==> config.mk <==
export PLATFORM = sky130hd
export DESIGN_NAME = multi_frame_receive_buffer
export DESIGN_NICKNAME = d
export VERILOG_FILES = /design/src/rtl/mfrb_pkg.sv /design/src/rtl/mfrb_buf_if.sv /design/src/rtl/multi_frame_receive_buffer.sv /design/src/rtl/mfrb_store.sv
export SDC_FILE = /design/constraint.sdc
export NUM_CORES = 2
export LEC_CHECK = 0
export CAP_MARGIN = 20
export CORE_MARGIN = 5
export CORE_UTILIZATION = 26
export CTS_BUF_LIST = sky130_fd_sc_hd__clkbuf_8
export DETAILED_ROUTE_END_ITERATION = 10
export DONT_BUFFER_PORTS = 1
export PLACE_DENSITY = 0.51
export REMOVE_ABC_BUFFERS = 1
export SLEW_MARGIN = 10
export SYNTH_ARGS = -nofsm -noshare
export SYNTH_HDL_FRONTEND = slang
export SYNTH_SLANG_ARGS = --single-unit
==> constraint.sdc <==
create_clock -name core_clk -period 17 [get_ports core_clk]
set_input_delay 1.7 -clock core_clk [delete_from_list [all_inputs] [get_ports core_clk]]
set_output_delay 1.7 -clock core_clk [all_outputs]
set_load 0.05 [all_outputs]
==> src/rtl/mfrb_pkg.sv <==
// constants and types shared by the multi-frame receive buffer
package mfrb_pkg;

  // ***********************************************************
  // buffer geometry
  // ***********************************************************
  localparam int unsigned MFRB_ADDR_W = 8;
  localparam int unsigned MFRB_BUF_BYTES = 256;
  localparam int unsigned MFRB_SUB_SHIFT = 5;          // 32-byte sub-buffers
  localparam logic [4:0] MFRB_PAYLOAD_MAX = 5'h1C;     // 28 payload bytes
  localparam logic [7:0] MFRB_LEN_MAX = 8'h1C;         // largest legal length byte
  localparam logic [7:0] MFRB_COUNT_SAT = 8'hFF;
  localparam logic [4:0] MFRB_STAT_BASE = 5'h1C;       // status word at 28..31
  localparam logic [1:0] MFRB_STAT_LAST = 2'h3;

  // ***********************************************************
  // status word layout
  // ***********************************************************
  localparam logic [1:0] MFRB_STAT_COUNT = 2'h0;       // byte 28: received bytes
  localparam logic [1:0] MFRB_STAT_FLAGS = 2'h1;       // byte 29: error flags
  localparam int unsigned MFRB_FLG_COMBINED = 0;
  localparam int unsigned MFRB_FLG_INTEGRITY = 1;
  localparam int unsigned MFRB_FLG_FRAMING = 2;
  localparam int unsigned MFRB_FLG_COLLISION = 3;
  localparam int unsigned MFRB_FLG_LENGTH = 4;
  localparam logic [7:0] MFRB_ZERO_BYTE = 8'h00;

  // ***********************************************************
  // frame counting
  // ***********************************************************
  localparam logic [3:0] MFRB_FRAMES_MAX = 4'h8;
  localparam logic [3:0] MFRB_FRAMES_ONE = 4'h1;

  // ***********************************************************
  // receiver re-arm gap, in rf carrier cycles and core cycles
  // ***********************************************************
  localparam int unsigned MFRB_RF_FREQ_KHZ = 13560;
  localparam int unsigned MFRB_CLK_FREQ_KHZ = 10000;
  localparam int unsigned MFRB_REARM_RF_CYCLES = 2;
  localparam int unsigned MFRB_REARM_RAW =
    (MFRB_REARM_RF_CYCLES * MFRB_CLK_FREQ_KHZ + MFRB_RF_FREQ_KHZ - 1) / MFRB_RF_FREQ_KHZ;
  localparam int unsigned MFRB_REARM_CYCLES = (MFRB_REARM_RAW < 1) ? 1 : MFRB_REARM_RAW;
  localparam logic [3:0] MFRB_REARM_LAST = 4'(MFRB_REARM_CYCLES - 1);

  typedef enum logic [1:0] {
    mfrb_st_off,
    mfrb_st_listen,
    mfrb_st_status,
    mfrb_st_gap
  } mfrb_state_t;

endpackage

==> src/rtl/mfrb_buf_if.sv <==
// write and read port bundle between the sequencer and the byte store
`timescale 1ns/100ps
interface mfrb_buf_if;
  import mfrb_pkg::*;
  logic wr_en;
  logic [MFRB_ADDR_W-1:0] wr_addr;
  logic [7:0] wr_data;
  logic [MFRB_ADDR_W-1:0] rd_addr;
  logic [7:0] rd_data;
  modport seq (output wr_en, output wr_addr, output wr_data, output rd_addr, input rd_data);
  modport store (input wr_en, input wr_addr, input wr_data, input rd_addr, output rd_data);
endinterface

==> src/rtl/multi_frame_receive_buffer.sv <==
// multi-frame receive sequencer: sub-buffer fill, status words, frame count
`timescale 1ns/100ps
module multi_frame_receive_buffer
  import mfrb_pkg::*;
(
  input wire logic core_clk,
  input wire logic resetn,
  input wire logic multi_rx_enable,
  input wire logic transceive_active,
  input wire logic idle_cmd,
  input wire logic rx_byte_valid,
  input wire logic [7:0] rx_byte,
  input wire logic rx_frame_end,
  input wire logic rx_crc_fail,
  input wire logic rx_collision,
  input wire logic [MFRB_ADDR_W-1:0] host_rd_addr,
  output logic [7:0] host_rd_data,
  output logic receiver_enable,
  output logic multi_frame_cycle,
  output logic rx_event,
  output logic [3:0] frames_received,
  output logic await_send_state
);

  mfrb_buf_if buf_bus ();

  mfrb_store u_store (
    .core_clk(core_clk),
    .resetn(resetn),
    .bus(buf_bus.store)
  );

  mfrb_state_t state;
  mfrb_state_t next_state;
  logic start_req;
  logic start_req_d;
  logic start_pulse;
  logic [7:0] rx_count;
  logic [7:0] len_byte;
  logic len_over;
  logic first_over;
  logic crc_seen;
  logic coll_seen;
  logic [1:0] stat_idx;
  logic [3:0] gap_cnt;
  logic [7:0] flag_byte;
  logic [7:0] stat_byte;
  logic short_frame;
  logic len_error;
  logic [MFRB_ADDR_W-1:0] sub_base;
  logic payload_wr;
  logic frame_done;
  logic stop_req;

  // ***********************************************************
  // cycle start detection
  // ***********************************************************
  // armed only on the rising edge so a finished cycle does not restart itself
  assign start_req = multi_rx_enable && transceive_active;
  assign start_pulse = start_req && !start_req_d && (state == mfrb_st_off);
  // a cycle lives only while enable and transceive both stand; idle ends it as well
  assign stop_req = idle_cmd || !start_req;

  always_ff @(posedge core_clk) begin
    if (!resetn) begin
      start_req_d <= 1'b0;
    end else begin
      start_req_d <= start_req;
    end
  end

  // ***********************************************************
  // sequencer
  // ***********************************************************
  assign frame_done = (state == mfrb_st_status) && (stat_idx == MFRB_STAT_LAST);

  // next state; the idle command overrides every other transition
  always_comb begin
    next_state = state;
    case (state)
      mfrb_st_off: begin
        if (start_pulse) begin
          next_state = mfrb_st_listen;
        end
      end
      mfrb_st_listen: begin
        if (rx_frame_end) begin
          next_state = mfrb_st_status;
        end
      end
      mfrb_st_status: begin
        if (frame_done) begin
          if (frames_received + MFRB_FRAMES_ONE == MFRB_FRAMES_MAX) begin
            next_state = mfrb_st_off;
          end else begin
            next_state = mfrb_st_gap;
          end
        end
      end
      mfrb_st_gap: begin
        if (gap_cnt == MFRB_REARM_LAST) begin
          next_state = mfrb_st_listen;
        end
      end
      default: begin
        next_state = mfrb_st_off;
      end
    endcase
    // checked last so that a stop wins over a frame end or a re-arm in the same cycle
    if (stop_req) begin
      next_state = mfrb_st_off;
    end
  end

  always_ff @(posedge core_clk) begin
    if (!resetn) begin
      state <= mfrb_st_off;
    end else begin
      state <= next_state;
    end
  end

  // receiver held off through status writing and the re-arm gap
  assign receiver_enable = (state == mfrb_st_listen);
  assign multi_frame_cycle = (state != mfrb_st_off);

  // ***********************************************************
  // re-arm gap counter
  // ***********************************************************
  always_ff @(posedge core_clk) begin
    if (!resetn) begin
      gap_cnt <= 4'h0;
    end else if (state == mfrb_st_gap) begin
      gap_cnt <= gap_cnt + 4'h1;
    end else begin
      gap_cnt <= 4'h0;
    end
  end

  // ***********************************************************
  // per-frame byte accounting
  // ***********************************************************
  // the first byte of a frame is its length byte
  assign first_over = (rx_count == MFRB_ZERO_BYTE) && (rx_byte > MFRB_LEN_MAX);

  always_ff @(posedge core_clk) begin
    if (!resetn) begin
      rx_count <= MFRB_ZERO_BYTE;
      len_byte <= MFRB_ZERO_BYTE;
      len_over <= 1'b0;
    end else if (state != mfrb_st_listen) begin
      if (state == mfrb_st_gap || start_pulse) begin
        rx_count <= MFRB_ZERO_BYTE;
        len_byte <= MFRB_ZERO_BYTE;
        len_over <= 1'b0;
      end
    end else if (rx_byte_valid) begin
      if (rx_count != MFRB_COUNT_SAT) begin
        rx_count <= rx_count + 8'h01;
      end
      if (rx_count == MFRB_ZERO_BYTE) begin
        len_byte <= rx_byte;
        len_over <= first_over;
      end
    end
  end

  // crc result is taken at the frame end, a clash at any point in the frame; both cleared per frame
  always_ff @(posedge core_clk) begin
    if (!resetn) begin
      crc_seen <= 1'b0;
      coll_seen <= 1'b0;
    end else if (state == mfrb_st_listen) begin
      if (rx_frame_end && rx_crc_fail) begin
        crc_seen <= 1'b1;
      end
      if (rx_collision) begin
        coll_seen <= 1'b1;
      end
    end else if (state == mfrb_st_gap || start_pulse) begin
      crc_seen <= 1'b0;
      coll_seen <= 1'b0;
    end
  end

  // ***********************************************************
  // status word contents
  // ***********************************************************
  assign short_frame = (rx_count < len_byte);
  assign len_error = len_over || short_frame;

  always_comb begin
    flag_byte = MFRB_ZERO_BYTE;
    flag_byte[MFRB_FLG_INTEGRITY] = crc_seen;
    flag_byte[MFRB_FLG_FRAMING] = short_frame;
    flag_byte[MFRB_FLG_COLLISION] = coll_seen;
    flag_byte[MFRB_FLG_LENGTH] = len_error;
    flag_byte[MFRB_FLG_COMBINED] = crc_seen || short_frame || coll_seen;
  end

  always_comb begin
    case (stat_idx)
      MFRB_STAT_COUNT: stat_byte = rx_count;
      MFRB_STAT_FLAGS: stat_byte = flag_byte;
      default: stat_byte = MFRB_ZERO_BYTE;
    endcase
  end

  always_ff @(posedge core_clk) begin
    if (!resetn) begin
      stat_idx <= 2'h0;
    end else if (state == mfrb_st_status) begin
      stat_idx <= stat_idx + 2'h1;
    end else begin
      stat_idx <= 2'h0;
    end
  end

  // ***********************************************************
  // buffer write port
  // ***********************************************************
  // base comes from the count before this frame is added
  assign sub_base = {frames_received[2:0], MFRB_SUB_SHIFT'(0)};

  // over-long frames copy nothing; payload stops at 28 bytes
  assign payload_wr = (state == mfrb_st_listen) && rx_byte_valid && !first_over
                      && !len_over && (rx_count < {3'h0, MFRB_PAYLOAD_MAX});

  always_comb begin
    buf_bus.wr_en = 1'b0;
    buf_bus.wr_addr = sub_base;
    buf_bus.wr_data = rx_byte;
    if (state == mfrb_st_status) begin
      buf_bus.wr_en = 1'b1;
      buf_bus.wr_addr = sub_base | {3'h0, MFRB_STAT_BASE} | {6'h00, stat_idx};
      buf_bus.wr_data = stat_byte;
    end else if (payload_wr) begin
      buf_bus.wr_en = 1'b1;
      buf_bus.wr_addr = sub_base | {3'h0, rx_count[4:0]};
    end
  end

  assign buf_bus.rd_addr = host_rd_addr;
  assign host_rd_data = buf_bus.rd_data;

  // ***********************************************************
  // frame count, receive event and exit state
  // ***********************************************************
  always_ff @(posedge core_clk) begin
    if (!resetn) begin
      frames_received <= 4'h0;
    end else if (start_pulse) begin
      frames_received <= 4'h0;
    end else if (frame_done && !stop_req && frames_received != MFRB_FRAMES_MAX) begin
      frames_received <= frames_received + MFRB_FRAMES_ONE;
    end
  end

  // one pulse per stored frame, when its status word is complete
  always_ff @(posedge core_clk) begin
    if (!resetn) begin
      rx_event <= 1'b0;
    end else begin
      rx_event <= frame_done && !stop_req;
    end
  end

  // stands after the eighth frame until idle or the next cycle
  always_ff @(posedge core_clk) begin
    if (!resetn) begin
      await_send_state <= 1'b0;
    end else if (idle_cmd || start_pulse) begin
      await_send_state <= 1'b0;
    end else if (frame_done && frames_received + MFRB_FRAMES_ONE == MFRB_FRAMES_MAX) begin
      await_send_state <= 1'b1;
    end
  end

endmodule

==> src/rtl/mfrb_store.sv <==
// 256-byte receive buffer built from flip-flops, one write and one read port
`timescale 1ns/100ps
module mfrb_store
  import mfrb_pkg::*;
(
  input wire logic core_clk,
  input wire logic resetn,
  mfrb_buf_if.store bus
);

  logic [7:0] mem [MFRB_BUF_BYTES];

  // ***********************************************************
  // storage entries
  // ***********************************************************
  // no reset on the array: contents are undefined until written, like any ram
  for (genvar i = 0; i < MFRB_BUF_BYTES; i++) begin : g_entry
    always_ff @(posedge core_clk) begin
      if (bus.wr_en && (bus.wr_addr == MFRB_ADDR_W'(i))) begin
        mem[i] <= bus.wr_data;
      end
    end
  end

  // ***********************************************************
  // registered read port
  // ***********************************************************
  always_ff @(posedge core_clk) begin
    if (!resetn) begin
      bus.rd_data <= MFRB_ZERO_BYTE;
    end else begin
      bus.rd_data <= mem[bus.rd_addr];
    end
  end

endmodule

==> results.cfg <==
[status]
outcome = finished clean

[synth]
synth_top_family_by_area = multiplexers
synth-xor-area-share_pct = 0.120
ys_async_sr_fraction_pct = 0
muxShareOfSynthArea_pct = 15.2
synth_flop_cell = edfxtp_1
yosysTopAreaCell = edfxtp_1
synth_cells = 3824
synthAdderAreaFrac_pct = 0.311
yosysSeqAreaShare_pct = 77.4
syn_area_sq_mm = 0.0805
avgSynthCellArea_sq_um = 21.1
ys_ff_latch = 2090
synthDistinctLibCells = 59
synth_top_area_share_pct = 76.4
synth_compound_area_share_pct = 2.40
yosysWarnings = 0
synth-edff-count = 2048
yosys.area_share.simple_pct = 3.23
synth.area.top_cells = edfxtp_1, mux4_2, nor2_1

[placement]
dp_hpwl_microns = 125000
io_buffers = 0
place_congestion = 0.794
placed_area_sq_mm = 0.0854

[clock_network]
htreeDepth = 5
cts_setup_buffers = 0
cts_inserted_buffers = 345
cts_hold_buf = 0
clockRootBuffer = clkbuf_8
cts_sinks = 2090
cts_buffer_depth = 4
cts-resized-gates = 0
clk_pin_slew_worst_paths_ns = 0.06
cts_tree = built
insertion_delay_ns = 1.04

[grt]
antenna_found_initial = 8
grt_pass1_vias = 40765
grt_pass1_wl_microns = 305000
grtUsageTotal_pct = 13.0
grt_max_degree = 529
overflow = 0

[floorplan]
die-area_sq_mm = 0.321
start_util_pct = 26.1
die_y_microns = 566
rows = 204
die_w_microns = 566
core_area_sq_mm = 0.309
io_pins = 41

[drt]
drt-met1-wl_microns = 92200
wl_met2_microns = 101000
wirelength_microns = 216000
dr.pass1.iters = 6
drtIter0Drc = 4002
drcViolationCount = 0
top_layer = met5
vias = 39263
wl_per_cell_microns = 25.7
wl_met3_microns = 15700
final_antenna_net_count = 0
vias_per_cell = 4.68

[power_and_ir_drop]
p_clk_share_pct = 39.7
p_seq_share_pct = 56.3
p_leak_uw = 0.0276
p_int_uw = 7860
switching_share_pct = 22.1
p_per_area_mw_per_mm2 = 110
comb_power_share_pct = 4.0
p_sw_uw = 2230
peakVddDrop_v = 0.0000823

[timing]
fin_skew_ns = 0.0652
post-route-period-util_pct = 32.4
period_needed_ns = 5.51
slew_headroom_pct = 7.25
rsz0062_at_grt = no
whs_ns = 0.470
setup_tns_ns = 0
slew_violations = 0
fmaxAchievable_ghz = 0.182
final_hold_viol_count = 0
worst-slew-pin-transition_ns = 1.39
setup_viol = 0

[setup_path]
arrival_ns = 6.47
critPathMostFrequentCell = buf_16
cp_max_fo = 120
crit-reg2reg-launch = state[1]$_SDFFE_PP0P_
rr_worst_depth = 9
crit_end = u_store.bus.rd_data[5]$_SDFF_PN0_
required_ns = 17.96
r2r_end = u_store.mem[202][7]$_DFFE_PP_
cp-start-kind = input pin
crit_path_start = host_rd_addr[0]
critical_path_class = in -> reg
slowest_delay_ns = 0.83
crit_path_cell_trace = buf_16, buf_16, buf_16, buf_16, mux4_2, o22ai_1, nor3_1, nand4_1, nand4_1
r2r_setup_slack_ns = 12.05
cp_slowest_cell = nor3_1
endpoint_kind = flop

[final_layout]
drive_above_1_share_pct = 24.3
final_net_count = 4072
area_growth_pct = 13.9
final_area_sq_mm = 0.0917

[job]
maxCapViolCount = 0

[worst_hold_path]
min_path_type = reg -> reg
## metrics by stage
stage / total power (uW) / setup slack [ns] / utilization (%) / std cells
global route: 10500 / 11.14 / 29.7 / 8385
finish: 10100 / 11.49 / 29.7 / 8388
global placement: 6130 / 11.43 / 27.7 / 7790
floorplan: 6020 / 3.18 / - / 3606
CTS: 10100 / 12.05 / 29.6 / 8375
detailed placement: 6130 / 11.46 / 27.7 / 7791
## worst min-delay path by stage
stage / start / endpoint / slack [ns] / cells past startpoint
after global routing: gap_cnt[0]$_SDFF_PN0_ / gap_cnt[0]$_SDFF_PN0_ / 0.51 / 1
after detailed placement: gap_cnt[0]$_SDFF_PN0_ / gap_cnt[0]$_SDFF_PN0_ / 0.47 / 1
after global placement: gap_cnt[0]$_SDFF_PN0_ / gap_cnt[0]$_SDFF_PN0_ / 0.45 / 1
after floorplan: gap_cnt[0]$_SDFF_PN0_ / gap_cnt[0]$_SDFF_PN0_ / 0.43 / 1
after CTS: gap_cnt[0]$_SDFF_PN0_ / gap_cnt[0]$_SDFF_PN0_ / 0.48 / 1
final: gap_cnt[0]$_SDFF_PN0_ / gap_cnt[0]$_SDFF_PN0_ / 0.47 / 1
## Yosys cell counts, drive strengths merged (20+ instances only)
library cell	number
buf	117
clkbuf	101
dfxtp	42
edfxtp	2048
ha	20
inv	23
mux2i	90
mux4	496
nand2	63
nand3	45
nor2	340
nor4	36
o21ai	44
o22ai	136
## worst max-delay path: cells and delay by family
| kind | cells | cell delay [ns] |
|---|---|---|
| buffers and inverters | 4 | 2.21 |
| and+or+nand+nor | 3 | 1.52 |
| AOI/OAI and AO/OA | 1 | 0.10 |
| muxes | 1 | 0.38 |
## per-layer routing
| metal | GRT usage (%) | up-vias |
|---|---|---|
| met1 | 17.5 | 21086 |
| met5 | 0 | - |
| li1 | - | 16390 |
| met4 | 4.35 | 4 |
| met3 | 3.47 | 322 |
| met2 | 20.5 | 1461 |
## layout by cell type, fill, tap and decap left out, types with 5 or more instances in the layout
cell | netlist | layout
nand3_1 | 45 | 45
nor4_1 | 35 | 31
o221ai_1 | 9 | 9
nor3_1 | 18 | 18
a221oi_1 | 8 | 8
clkinv_1 | 1 | 76
nand4_1 | 19 | 19
a21oi_1 | 18 | 16
mux2i_1 | 90 | 90
o22ai_1 | 136 | 136
bufinv_16 | 0 | 10
clkinv_2 | 0 | 35
a211oi_1 | 18 | 18
edfxtp_1 | 2048 | 2048
mux2_2 | 16 | 16
nand2_2 | 3 | 9
buf_4 | 0 | 61
inv_1 | 23 | 124
clkinvlp_4 | 0 | 6
nand3b_1 | 14 | 14
ha_1 | 20 | 20
mux4_2 | 496 | 496
nor2_1 | 337 | 337
xor2_1 | 7 | 7
inv_6 | 0 | 5
clkbuf_8 | 0 | 350
a31oi_1 | 13 | 10
and3_1 | 8 | 7
buf_16 | 0 | 9
dfxtp_1 | 42 | 42
o21ai_0 | 42 | 38
o211ai_1 | 9 | 9
nand2_1 | 60 | 54
a22oi_1 | 19 | 19
## state kept, by name, summed over array words and instances, names as in the netlist, 2 cells and up
register,flops
rx_count,8
u_store.mem,2048
len_byte,8
state,2
stat_idx,2
gap_cnt,4
frames_received,4
u_store.bus.rd_data,8
## power groups by stage
stage,registers [uW],clock network [uW],logic [uW]
6_report,5680,4010,403
3_5_place_dp,5790,0,340
2_1_floorplan,5820,0,200
4_1_cts,5680,4110,340
3_3_place_gp,5790,0,336
5_1_grt,5680,4370,429
## cells by family (layout without fill, tap and decap cells)
kind of cell             after synthesis  in the layout
AO/OA/AOI/OAI                        288            288
XOR/XNOR                              11             11
adder cells (fa/ha/maj)               20             20
buffers and inverters                242            682
flip-flops                          2090           2090
multiplexers                         602            602
other                                  0              4
AND/OR/NAND/NOR                      571            571
## area by class of cell
type | instances | area (sq um)
diodes | 4 | 10.0
clock buffers | 350 | 4820
clock inverters | 234 | 1240
fillers | 30023 | 217000
inverters | 24 | 90.1
multi-input cells | 1492 | 17300
flip-flops and latches | 2090 | 62300
well taps | 4120 | 5150
repair buffers | 74 | 771
No activity file was read; power rests on OpenSTA's default activity.
